$ cat src/inc/adcc_pkg.sv
package adcc_pkg;

  // ---------------------------------------------------------------
  // register indexes, byte address is four times the index
  // ---------------------------------------------------------------
  localparam logic [7:0] IDX_BUF_DISABLE = 8'h01;
  localparam logic [7:0] IDX_CTRL_B = 8'h03;
  localparam logic [7:0] IDX_RES_LOW = 8'h04;
  localparam logic [7:0] IDX_RES_HIGH = 8'h05;
  localparam logic [7:0] IDX_CTRL_A = 8'h06;
  localparam logic [7:0] IDX_IRQ_STAT = 8'h07;
  localparam logic [7:0] IDX_IRQ_MASK = 8'h08;
  localparam int ADDR_W = 8;

  // ---------------------------------------------------------------
  // field positions and reset values
  // ---------------------------------------------------------------
  localparam int CB_BIPOLAR = 7;
  localparam int CB_LEFT_ALIGN = 4;
  localparam logic [7:0] CB_RESET = 8'h00;
  localparam logic [7:0] CB_WMASK = 8'hFF; // bits 6, 5 and 3 plain storage
  localparam int CA_CONV_EN = 0;
  localparam int CA_AUTO_EN = 1;
  localparam int CA_START = 2;
  localparam logic [7:0] CA_RESET = 8'h00;
  localparam logic [7:0] BUF_DIS_RESET = 8'h00;
  localparam int EV_DONE = 0;
  localparam int EV_DROP = 1;
  localparam int EV_TRIG = 2;
  localparam int EV_W = 3;
  localparam logic [9:0] RES_SATURATE = 10'h3FF;
  localparam logic [1:0] RESP_OKAY = 2'h0;
  localparam logic [1:0] RESP_SLVERR = 2'h2;

  // ---------------------------------------------------------------
  // trigger source encodings
  // ---------------------------------------------------------------
  localparam logic [2:0] TS_FREE_RUN = 3'h0;
  localparam logic [2:0] TS_COMPARATOR = 3'h1;
  localparam logic [2:0] TS_EXT_INT0 = 3'h2;
  localparam logic [2:0] TS_T0_CMP_A = 3'h3;
  localparam logic [2:0] TS_T0_OVF = 3'h4;
  localparam logic [2:0] TS_T1_CMP_B = 3'h5;
  localparam logic [2:0] TS_T1_OVF = 3'h6;
  localparam logic [2:0] TS_T1_CAPT = 3'h7;

  // ---------------------------------------------------------------
  // carriers
  // ---------------------------------------------------------------
  typedef struct packed {
    logic done;       // one-cycle pulse, conversion finished
    logic inverted;   // positive input not above negative input
    logic [9:0] data; // raw code, two's complement in bipolar mode
  } adcc_core_res_t;

  typedef struct packed {
    logic t1_capt;
    logic t1_ovf;
    logic t1_cmp_b;
    logic t0_ovf;
    logic t0_cmp_a;
    logic ext_int0;
    logic comparator;
  } adcc_trig_flags_t;

endpackage

$ cat src/core/adcc_pin_sync.sv
`timescale 1ns/1ns
module adcc_pin_sync (
  input wire logic aclk,
  input wire logic aresetn,
  input wire logic [7:0] pin_raw,
  output logic [7:0] pin_stable
);

  logic [7:0] s1_ff;
  logic [7:0] s2_ff;
  logic [7:0] s3_ff;
  logic [7:0] stable_ff;
  logic [7:0] agree;

  // bits count only once second and third stage agree
  assign agree = ~(s2_ff ^ s3_ff);
  assign pin_stable = stable_ff;

  // three stage synchroniser, first stage feeds only the second
  always_ff @(posedge aclk) begin
    if (!aresetn) begin
      s1_ff <= 8'h00;
      s2_ff <= 8'h00;
      s3_ff <= 8'h00;
      stable_ff <= 8'h00;
    end else begin
      s1_ff <= pin_raw;
      s2_ff <= s1_ff;
      s3_ff <= s2_ff;
      stable_ff <= (agree & s3_ff) | (~agree & stable_ff);
    end
  end

endmodule

$ cat src/core/adcc_top.sv
// Our own choice: the AXI4-Lite interface to the registers.
`timescale 1ns/1ns
module adcc_top (
  input wire logic aclk,
  input wire logic aresetn,
  input wire logic [7:0] s_axi_awaddr,
  input wire logic [2:0] s_axi_awprot,
  input wire logic s_axi_awvalid,
  output logic s_axi_awready,
  input wire logic [31:0] s_axi_wdata,
  input wire logic [3:0] s_axi_wstrb,
  input wire logic s_axi_wvalid,
  output logic s_axi_wready,
  output logic [1:0] s_axi_bresp,
  output logic s_axi_bvalid,
  input wire logic s_axi_bready,
  input wire logic [7:0] s_axi_araddr,
  input wire logic [2:0] s_axi_arprot,
  input wire logic s_axi_arvalid,
  output logic s_axi_arready,
  output logic [31:0] s_axi_rdata,
  output logic [1:0] s_axi_rresp,
  output logic s_axi_rvalid,
  input wire logic s_axi_rready,
  input wire adcc_pkg::adcc_core_res_t core_res,
  output logic conv_start,
  output logic bipolar_select,
  input wire adcc_pkg::adcc_trig_flags_t trig_flags,
  input wire logic [7:0] pin_raw,
  output logic [7:0] port_pin_value,
  output logic [7:0] analog_input_buffer_disable,
  output logic irq
);

  // ---------------------------------------------------------------
  // state
  // ---------------------------------------------------------------
  typedef enum logic [1:0] {
    ADCC_W_IDLE,
    ADCC_W_HAVE,
    ADCC_W_RESP
  } adcc_wstate_t;

  adcc_wstate_t wstate_ff;
  adcc_wstate_t nxt_wstate;
  logic aw_held_ff;
  logic w_held_ff;
  logic [7:0] awaddr_ff;
  logic [31:0] wdata_ff;
  logic [3:0] wstrb_ff;
  logic awready_ff;
  logic wready_ff;
  logic bvalid_ff;
  logic [1:0] bresp_ff;
  logic arready_ff;
  logic rvalid_ff;
  logic [31:0] rdata_ff;
  logic [1:0] rresp_ff;

  logic [7:0] ctrl_b_ff;
  logic [7:0] ctrl_a_ff;
  logic [7:0] buf_dis_ff;
  localparam int EV_W_BITS = adcc_pkg::EV_W;
  logic [EV_W_BITS-1:0] irq_stat_ff;
  logic [EV_W_BITS-1:0] irq_mask_ff;
  logic [9:0] result_ff;
  logic lock_ff;
  logic start_ff;
  logic irq_ff;
  logic [7:0] pin_val_ff;

  // ---------------------------------------------------------------
  // helpers
  // ---------------------------------------------------------------
  // byte address to register index, flags misaligned as unmapped
  function automatic logic [8:0] decode(input logic [7:0] addr);
    logic [7:0] idx;
    logic ok;
    idx = {2'b00, addr[7:2]};
    ok = (addr[1:0] == 2'b00) &&
         ((idx == adcc_pkg::IDX_BUF_DISABLE) || (idx == adcc_pkg::IDX_CTRL_B) ||
          (idx == adcc_pkg::IDX_RES_LOW) || (idx == adcc_pkg::IDX_RES_HIGH) ||
          (idx == adcc_pkg::IDX_CTRL_A) || (idx == adcc_pkg::IDX_IRQ_STAT) ||
          (idx == adcc_pkg::IDX_IRQ_MASK));
    return {ok, idx};
  endfunction

  // ---------------------------------------------------------------
  // write channel
  // ---------------------------------------------------------------
  logic aw_take;
  logic w_take;
  logic have_aw;
  logic have_w;
  logic [7:0] wr_addr;
  logic [31:0] wr_data;
  logic [3:0] wr_strb;
  logic wr_fire;
  logic [8:0] wr_dec;
  logic wr_ok;
  logic [7:0] wr_idx;
  logic [7:0] wr_byte;
  logic wr_lane0;

  assign aw_take = s_axi_awvalid & awready_ff;
  assign w_take = s_axi_wvalid & wready_ff;
  assign have_aw = aw_held_ff | aw_take;
  assign have_w = w_held_ff | w_take;
  assign wr_addr = aw_held_ff ? awaddr_ff : s_axi_awaddr;
  assign wr_data = w_held_ff ? wdata_ff : s_axi_wdata;
  assign wr_strb = w_held_ff ? wstrb_ff : s_axi_wstrb;
  assign wr_fire = (wstate_ff != ADCC_W_RESP) & have_aw & have_w;
  assign wr_dec = decode(wr_addr);
  assign wr_ok = wr_dec[8];
  assign wr_idx = wr_dec[7:0];
  assign wr_byte = wr_data[7:0];
  assign wr_lane0 = wr_fire & wr_ok & wr_strb[0];

  // write sequencing: both items may arrive in either order
  always_comb begin
    nxt_wstate = wstate_ff;
    case (wstate_ff)
      ADCC_W_IDLE: begin
        if (wr_fire) begin
          nxt_wstate = ADCC_W_RESP;
        end else if (have_aw | have_w) begin
          nxt_wstate = ADCC_W_HAVE;
        end
      end
      ADCC_W_HAVE: begin
        if (wr_fire) begin
          nxt_wstate = ADCC_W_RESP;
        end
      end
      ADCC_W_RESP: begin
        if (s_axi_bready) begin
          nxt_wstate = ADCC_W_IDLE;
        end
      end
      default: nxt_wstate = ADCC_W_IDLE;
    endcase
  end

  // address and data holding, response
  always_ff @(posedge aclk) begin
    if (!aresetn) begin
      wstate_ff <= ADCC_W_IDLE;
      aw_held_ff <= 1'b0;
      w_held_ff <= 1'b0;
      awaddr_ff <= 8'h00;
      wdata_ff <= 32'h00000000;
      wstrb_ff <= 4'h0;
      awready_ff <= 1'b0;
      wready_ff <= 1'b0;
      bvalid_ff <= 1'b0;
      bresp_ff <= adcc_pkg::RESP_OKAY;
    end else begin
      wstate_ff <= nxt_wstate;
      aw_held_ff <= have_aw & ~wr_fire;
      w_held_ff <= have_w & ~wr_fire;
      if (aw_take) begin
        awaddr_ff <= s_axi_awaddr;
      end
      if (w_take) begin
        wdata_ff <= s_axi_wdata;
        wstrb_ff <= s_axi_wstrb;
      end
      awready_ff <= (nxt_wstate != ADCC_W_RESP) & ~(have_aw & ~wr_fire);
      wready_ff <= (nxt_wstate != ADCC_W_RESP) & ~(have_w & ~wr_fire);
      if (wr_fire) begin
        bvalid_ff <= 1'b1;
        bresp_ff <= wr_ok ? adcc_pkg::RESP_OKAY : adcc_pkg::RESP_SLVERR;
      end else if (s_axi_bready) begin
        bvalid_ff <= 1'b0;
      end
    end
  end

  // ---------------------------------------------------------------
  // read channel
  // ---------------------------------------------------------------
  logic ar_take;
  logic [8:0] rd_dec;
  logic [7:0] rd_idx;
  logic rd_low;
  logic rd_high;
  logic [7:0] res_low_view;
  logic [7:0] res_high_view;
  logic [7:0] rd_byte;

  assign ar_take = s_axi_arvalid & arready_ff;
  assign rd_dec = decode(s_axi_araddr);
  assign rd_idx = rd_dec[7:0];
  assign rd_low = ar_take & rd_dec[8] & (rd_idx == adcc_pkg::IDX_RES_LOW);
  assign rd_high = ar_take & rd_dec[8] & (rd_idx == adcc_pkg::IDX_RES_HIGH);

  // presentation follows the live alignment bit
  assign res_low_view = ctrl_b_ff[adcc_pkg::CB_LEFT_ALIGN] ?
                        {result_ff[1:0], 6'h00} : result_ff[7:0];
  assign res_high_view = ctrl_b_ff[adcc_pkg::CB_LEFT_ALIGN] ?
                         result_ff[9:2] : {6'h00, result_ff[9:8]};

  assign rd_byte = (rd_idx == adcc_pkg::IDX_BUF_DISABLE) ? buf_dis_ff :
                   (rd_idx == adcc_pkg::IDX_CTRL_B) ? ctrl_b_ff :
                   (rd_idx == adcc_pkg::IDX_RES_LOW) ? res_low_view :
                   (rd_idx == adcc_pkg::IDX_RES_HIGH) ? res_high_view :
                   (rd_idx == adcc_pkg::IDX_CTRL_A) ? ctrl_a_ff :
                   (rd_idx == adcc_pkg::IDX_IRQ_STAT) ? {5'h00, irq_stat_ff} :
                   (rd_idx == adcc_pkg::IDX_IRQ_MASK) ? {5'h00, irq_mask_ff} : 8'h00;

  // one read in flight, data captured on address take
  always_ff @(posedge aclk) begin
    if (!aresetn) begin
      arready_ff <= 1'b0;
      rvalid_ff <= 1'b0;
      rdata_ff <= 32'h00000000;
      rresp_ff <= adcc_pkg::RESP_OKAY;
    end else begin
      if (ar_take) begin
        arready_ff <= 1'b0;
        rvalid_ff <= 1'b1;
        rdata_ff <= {24'h000000, rd_dec[8] ? rd_byte : 8'h00};
        rresp_ff <= rd_dec[8] ? adcc_pkg::RESP_OKAY : adcc_pkg::RESP_SLVERR;
      end else if (rvalid_ff) begin
        if (s_axi_rready) begin
          rvalid_ff <= 1'b0;
        end
      end else begin
        arready_ff <= 1'b1;
      end
    end
  end

  // ---------------------------------------------------------------
  // control registers
  // ---------------------------------------------------------------
  logic wr_ctrl_b;
  logic wr_ctrl_a;
  logic wr_buf_dis;
  logic wr_stat;
  logic wr_mask;

  assign wr_ctrl_b = wr_lane0 & (wr_idx == adcc_pkg::IDX_CTRL_B);
  assign wr_ctrl_a = wr_lane0 & (wr_idx == adcc_pkg::IDX_CTRL_A);
  assign wr_buf_dis = wr_lane0 & (wr_idx == adcc_pkg::IDX_BUF_DISABLE);
  assign wr_stat = wr_lane0 & (wr_idx == adcc_pkg::IDX_IRQ_STAT);
  assign wr_mask = wr_lane0 & (wr_idx == adcc_pkg::IDX_IRQ_MASK);

  // software-written registers; start bit is self clearing
  always_ff @(posedge aclk) begin
    if (!aresetn) begin
      ctrl_b_ff <= adcc_pkg::CB_RESET;
      ctrl_a_ff <= adcc_pkg::CA_RESET;
      buf_dis_ff <= adcc_pkg::BUF_DIS_RESET;
      irq_mask_ff <= 3'h0;
    end else begin
      // reserved bits stored with the rest
      if (wr_ctrl_b) begin
        ctrl_b_ff <= wr_byte & adcc_pkg::CB_WMASK;
      end
      if (wr_ctrl_a) begin
        ctrl_a_ff <= wr_byte;
      end else begin
        ctrl_a_ff[adcc_pkg::CA_START] <= 1'b0;
      end
      if (wr_buf_dis) begin
        buf_dis_ff <= wr_byte;
      end
      if (wr_mask) begin
        irq_mask_ff <= wr_byte[2:0];
      end
    end
  end

  // ---------------------------------------------------------------
  // trigger and conversion start
  // ---------------------------------------------------------------
  logic trig_rise;
  logic conv_en;
  logic auto_en;
  logic free_run;
  logic auto_start;
  logic nxt_start;

  adcc_trig_edge u_trig (
    .aclk(aclk),
    .aresetn(aresetn),
    .flags(trig_flags),
    .src(ctrl_b_ff[2:0]),
    .rise(trig_rise)
  );

  assign conv_en = ctrl_a_ff[adcc_pkg::CA_CONV_EN];
  assign auto_en = ctrl_a_ff[adcc_pkg::CA_AUTO_EN];
  assign free_run = ctrl_b_ff[2:0] == adcc_pkg::TS_FREE_RUN;
  // source acts only in auto mode and with converter enabled
  assign auto_start = conv_en & auto_en & trig_rise;
  // free running restarts on completion, never on reselection
  assign nxt_start = (conv_en & ctrl_a_ff[adcc_pkg::CA_START]) | auto_start |
                     (conv_en & auto_en & free_run & core_res.done);

  // start pulse to the converter core
  always_ff @(posedge aclk) begin
    if (!aresetn) begin
      start_ff <= 1'b0;
    end else begin
      start_ff <= nxt_start;
    end
  end

  // ---------------------------------------------------------------
  // result capture and read lock
  // ---------------------------------------------------------------
  logic take_res;
  logic drop_res;
  logic [9:0] nxt_result;

  assign take_res = core_res.done & ~lock_ff;
  assign drop_res = core_res.done & lock_ff;
  // bipolar keeps two's complement, unipolar saturates when inverted
  assign nxt_result = (~ctrl_b_ff[adcc_pkg::CB_BIPOLAR] & core_res.inverted) ?
                      adcc_pkg::RES_SATURATE : core_res.data;

  // result store and lock
  always_ff @(posedge aclk) begin
    if (!aresetn) begin
      result_ff <= 10'h000;
      lock_ff <= 1'b0;
    end else begin
      if (take_res) begin
        result_ff <= nxt_result;
      end
      // low read locks, high read unlocks
      if (rd_high) begin
        lock_ff <= 1'b0;
      end else if (rd_low) begin
        lock_ff <= 1'b1;
      end
    end
  end

  // ---------------------------------------------------------------
  // interrupts
  // ---------------------------------------------------------------
  logic [2:0] events;
  logic [2:0] nxt_stat;

  assign events = {auto_start, drop_res, take_res};
  // set wins over write-one-to-clear
  assign nxt_stat = (irq_stat_ff & ~({3{wr_stat}} & wr_byte[2:0])) | events;

  // sticky status and level output
  always_ff @(posedge aclk) begin
    if (!aresetn) begin
      irq_stat_ff <= 3'h0;
      irq_ff <= 1'b0;
    end else begin
      irq_stat_ff <= nxt_stat;
      irq_ff <= |(nxt_stat & irq_mask_ff);
    end
  end

  // ---------------------------------------------------------------
  // digital input buffers
  // ---------------------------------------------------------------
  logic [7:0] pin_stable;

  adcc_pin_sync u_pins (
    .aclk(aclk),
    .aresetn(aresetn),
    .pin_raw(pin_raw),
    .pin_stable(pin_stable)
  );

  always_ff @(posedge aclk) begin
    if (!aresetn) begin
      pin_val_ff <= 8'h00;
    end else begin
      pin_val_ff <= pin_stable & ~buf_dis_ff;
    end
  end

  // ---------------------------------------------------------------
  // outputs
  // ---------------------------------------------------------------
  assign s_axi_awready = awready_ff;
  assign s_axi_wready = wready_ff;
  assign s_axi_bvalid = bvalid_ff;
  assign s_axi_bresp = bresp_ff;
  assign s_axi_arready = arready_ff;
  assign s_axi_rvalid = rvalid_ff;
  assign s_axi_rdata = rdata_ff;
  assign s_axi_rresp = rresp_ff;
  assign conv_start = start_ff;
  assign bipolar_select = ctrl_b_ff[adcc_pkg::CB_BIPOLAR];
  assign port_pin_value = pin_val_ff;
  assign analog_input_buffer_disable = buf_dis_ff;
  assign irq = irq_ff;

endmodule

$ cat src/core/adcc_trig_edge.sv
`timescale 1ns/1ns
module adcc_trig_edge (
  input wire logic aclk,
  input wire logic aresetn,
  input wire adcc_pkg::adcc_trig_flags_t flags,
  input wire logic [2:0] src,
  output logic rise
);

  logic sel;
  logic prev_ff;

  // free running selects a constant low
  assign sel = (src == adcc_pkg::TS_COMPARATOR) ? flags.comparator :
               (src == adcc_pkg::TS_EXT_INT0) ? flags.ext_int0 :
               (src == adcc_pkg::TS_T0_CMP_A) ? flags.t0_cmp_a :
               (src == adcc_pkg::TS_T0_OVF) ? flags.t0_ovf :
               (src == adcc_pkg::TS_T1_CMP_B) ? flags.t1_cmp_b :
               (src == adcc_pkg::TS_T1_OVF) ? flags.t1_ovf :
               (src == adcc_pkg::TS_T1_CAPT) ? flags.t1_capt : 1'b0;

  // edge taken after the mux, so reselection counts
  assign rise = sel & ~prev_ff;

  // last selected level
  always_ff @(posedge aclk) begin
    if (!aresetn) begin
      prev_ff <= 1'b0;
    end else begin
      prev_ff <= sel;
    end
  end

endmodule

$ cat config.mk
export PLATFORM = sky130hd
export DESIGN_NAME = adcc_top
export DESIGN_NICKNAME = d
export VERILOG_FILES = /design/src/inc/adcc_pkg.sv /design/src/core/adcc_pin_sync.sv /design/src/core/adcc_top.sv /design/src/core/adcc_trig_edge.sv
export SDC_FILE = /design/constraint.sdc
export NUM_CORES = 1
export LEC_CHECK = 0
export BUFFER_PORTS_ARGS = -buffer_cell sky130_fd_sc_hd__buf_2
export CAP_MARGIN = 25
export CORE_ASPECT_RATIO = 0.7
export CORE_UTILIZATION = 55
export CTS_BUF_LIST = sky130_fd_sc_hd__clkbuf_4 sky130_fd_sc_hd__clkbuf_8 sky130_fd_sc_hd__clkbuf_16
export DETAILED_ROUTE_END_ITERATION = 10
export HOLD_SLACK_MARGIN = 0.06
export PLACE_DENSITY = 0.86
export REMOVE_ABC_BUFFERS = 1
export SYNTH_ARGS = -nofsm -noshare
export SYNTH_HDL_FRONTEND = slang
export SYNTH_SLANG_ARGS = --single-unit
$ cat constraint.sdc
create_clock -name aclk -period 2.9 [get_ports aclk]
set_input_delay 0.145 -clock aclk [delete_from_list [all_inputs] [get_ports aclk]]
set_output_delay 0.145 -clock aclk [all_outputs]
set_load 0.005 [all_outputs]
==> flow_metrics.tcl <==
set metrics [dict create \
    holdPathEnd "s_axi_rresp[1]" \
    wl_per_cell_um 17.2 \
    grt_pass1_vias 4683 \
    r2r-end "irq_mask_ff[0]" \
    netlist_area_um2 5180 \
    diodes 0 \
    startpoint_type "flop" \
    timing_worst_setup_path_type "flop to flop" \
    clock_path_buffers 2 \
    vias 4696 \
    cts_resized 0 \
    largest_reg_flops 10 \
    rsz0062_at_grt "false" \
    synth_edf_count 0 \
    ctsHoldBuffers 38 \
    timing.fmax_ghz 0.434 \
    r2r_slack_ps 590 \
    hold_path_depth 3 \
    regMostFlops "result_ff" \
    start_util 0.569 \
    port_buffers 92 \
    yosysWarningCount 0 \
    syn_area_per_cell_um2 9.40 \
    core_area_um2 9110 \
    setup-violations-final 0 \
    dpl.hpwl_mm 8.57 \
    synth_top_area_frac 0.464 \
    rows 29 \
    dp_slack_ps 666 \
    ys_seq_elements 120 \
    ant_nets 0 \
    worst_slew_pin_slew_ps 1020 \
    firstDrtPassIters 5 \
    die_area_um2 9820 \
    cp_max_fo 12 \
    antenna_found_initial 0 \
    cts_tree "done" \
    arrival_ps 2590 \
    finalWirelength_mm 14.1 \
    grt_max_degree 59 \
    ys.flop_type "dfxtp_1" \
    drv_slew 0 \
    synthArstFlopShare 0 \
    gp_congestion 0.861 \
    vdd.ir_drop.worst_mv 0.492 \
    num_io_pins 152 \
    cts_buffers 17 \
    cts.clk_slew.worst_paths_ps 60 \
    finalNetCount 772 \
    synth_cell_types 62 \
    p_leak_nw 2.73 \
    viasPerCell 5.75 \
    die-width_um 118 \
    overflow 0 \
    grt_use_total 0.298 \
    power_density_nw_per_um2 652 \
    end_kind "flop" \
    setup_ws_ps 595 \
    p_total_mw 4.33 \
    syn_inst 551 \
    fin_crit_sh 0.795 \
    finalHoldViolations 0 \
    cp_data_required_time_ps 3190 \
    syn_to_final_growth_pct 28.2 \
    cts-root-buf "clkbuf_16" \
    first_iter_violations 486 \
    cts_setup_buffers 0 \
    clock-sinks 120 \
    drc 0 \
    finClkSkew_ps 5.95 \
    ys_seq_area_frac 0.464 \
    hold_path.class "input pin to flop" \
    synth.largest_area_cell "dfxtp_1" \
    clock_latency_ps 420 \
    fin_crit_ps 2310 \
    drive_gt1_frac 0.241 \
    htree_num_levels 4 \
    maxCapViolCount 0 \
    grt_pass1_wl_mm 22.8 \
    synthTopCellsByArea "dfxtp_1 46%, mux2i_1 6.6%, nand2_1 4.6%" \
    slew_headroom 0.322 \
    status "finished, final reports clean" \
    ff2ff_path_depth 6 \
    r2r-start "aw_held_ff" \
    fin_setup_tns_ps 0 \
    hp-start "s_axi_arvalid" \
    die_y_um 83.2 \
]
## area by class of cell
| type | count | area (µm²) |
|---|---|---|
| Inverter | 12 | 45.0 |
| Fill cell | 618 | 2460 |
| Tap cell | 124 | 155 |
| Clock buffer | 22 | 482 |
| Timing Repair Buffer | 137 | 893 |
| Clock inverter | 10 | 143 |
| Multi-Input combinational cell | 392 | 2520 |
| Sequential cell | 120 | 2400 |
## placed cells by master (no fill, tap or decap), types with 3 or more instances in the layout
| master | instances |
|---|---|
| a22o_1 | 5 |
| nor3_1 | 9 |
| mux2i_1 | 34 |
| nand2_1 | 64 |
| mux2_2 | 10 |
| o21ai_0 | 18 |
| o22ai_1 | 4 |
| inv_1 | 11 |
| clkbuf_8 | 3 |
| nand3_1 | 19 |
| a21oi_1 | 38 |
| dfxtp_1 | 120 |
| nor2_1 | 39 |
| o211ai_1 | 6 |
| o221a_2 | 10 |
| a22oi_1 | 11 |
| conb_1 | 26 |
| bufinv_16 | 3 |
| nand2b_1 | 5 |
| a31oi_1 | 5 |
| buf_4 | 7 |
| buf_2 | 92 |
| nor2b_1 | 3 |
| and2_1 | 29 |
| a2bb2oi_1 | 4 |
| nor3b_1 | 9 |
| dlygate4sd3_1 | 38 |
| a32o_1 | 4 |
| clkbuf_16 | 17 |
| clkinvlp_4 | 4 |
## cell usage after synthesis (all sizes together), types with 11 or more instances
| master | n |
|---|---|
| nor2 | 39 |
| buf | 31 |
| nand3 | 19 |
| mux2i | 34 |
| a21oi | 38 |
| clkbuf | 21 |
| mux2 | 11 |
| inv | 12 |
| and2 | 29 |
| a22oi | 11 |
| o21ai | 20 |
| dfxtp | 120 |
| nand2 | 64 |
## logic make-up after synthesis
logic type | count (synthesis) | synth area share
flip-flops | 120 | 0.464
buffers and inverters | 64 | 0.0674
multiplexers | 46 | 0.0947
AND/OR/NAND/NOR | 195 | 0.202
AO/OA/AOI/OAI | 125 | 0.171
other | 1 | 0.000724
## power breakdown
group | total [mW] | switching [mW] | internal, mW
clock | 2.20 | 0.757 | 1.44
sequential | 1.75 | 0.0481 | 1.70
combinational | 0.381 | 0.209 | 0.171
## worst max-delay path, stage by stage, from the launching register on
cell and delay [ps]:
dfxtp_1 450, buf_4 250, mux2i_1 310, o211ai_1 200, a2111oi_2 610, mux2i_1 280
nor2_1 70
## metal layers
metal / track usage / up-vias / share of wire
li1: - / 2171 / -
met1: 0.354 / 2192 / 0.42
met2: 0.475 / 268 / 0.47
met3: 0.115 / 65 / 0.083
met4: 0.143 / 0 / 0.034
met5: 0 / - / 0
## how the worst max path moves through the flow
stage,depth (start not counted),from,end
floorplan,5,aw_held_ff,analog_input_buffer_disable[0]
global placement,6,aw_held_ff,irq_mask_ff[0]
detailed placement,6,s_axi_araddr[3],s_axi_rdata[3]
CTS,6,aw_held_ff,irq_mask_ff[0]
global route,6,aw_held_ff,irq_mask_ff[0]
finish,6,aw_held_ff,irq_mask_ff[0]
## stage by stage
| stage | cell area, µm² | cells | utilization | hold WS [ps] |
|---|---|---|---|---|
| 5_1_grt | 6640 | 817 | 0.729 | 101 |
| 6_report | 6640 | 817 | 0.729 | 91.4 |
| 3_3_place_gp | 5640 | 747 | 0.619 | 352 |
| 2_1_floorplan | 4970 | 524 | - | 259 |
| 3_5_place_dp | 5640 | 747 | 0.619 | 355 |
| 4_1_cts | 6640 | 817 | 0.729 | 76.3 |
Note: power is estimated with default switching activity, not from simulation.
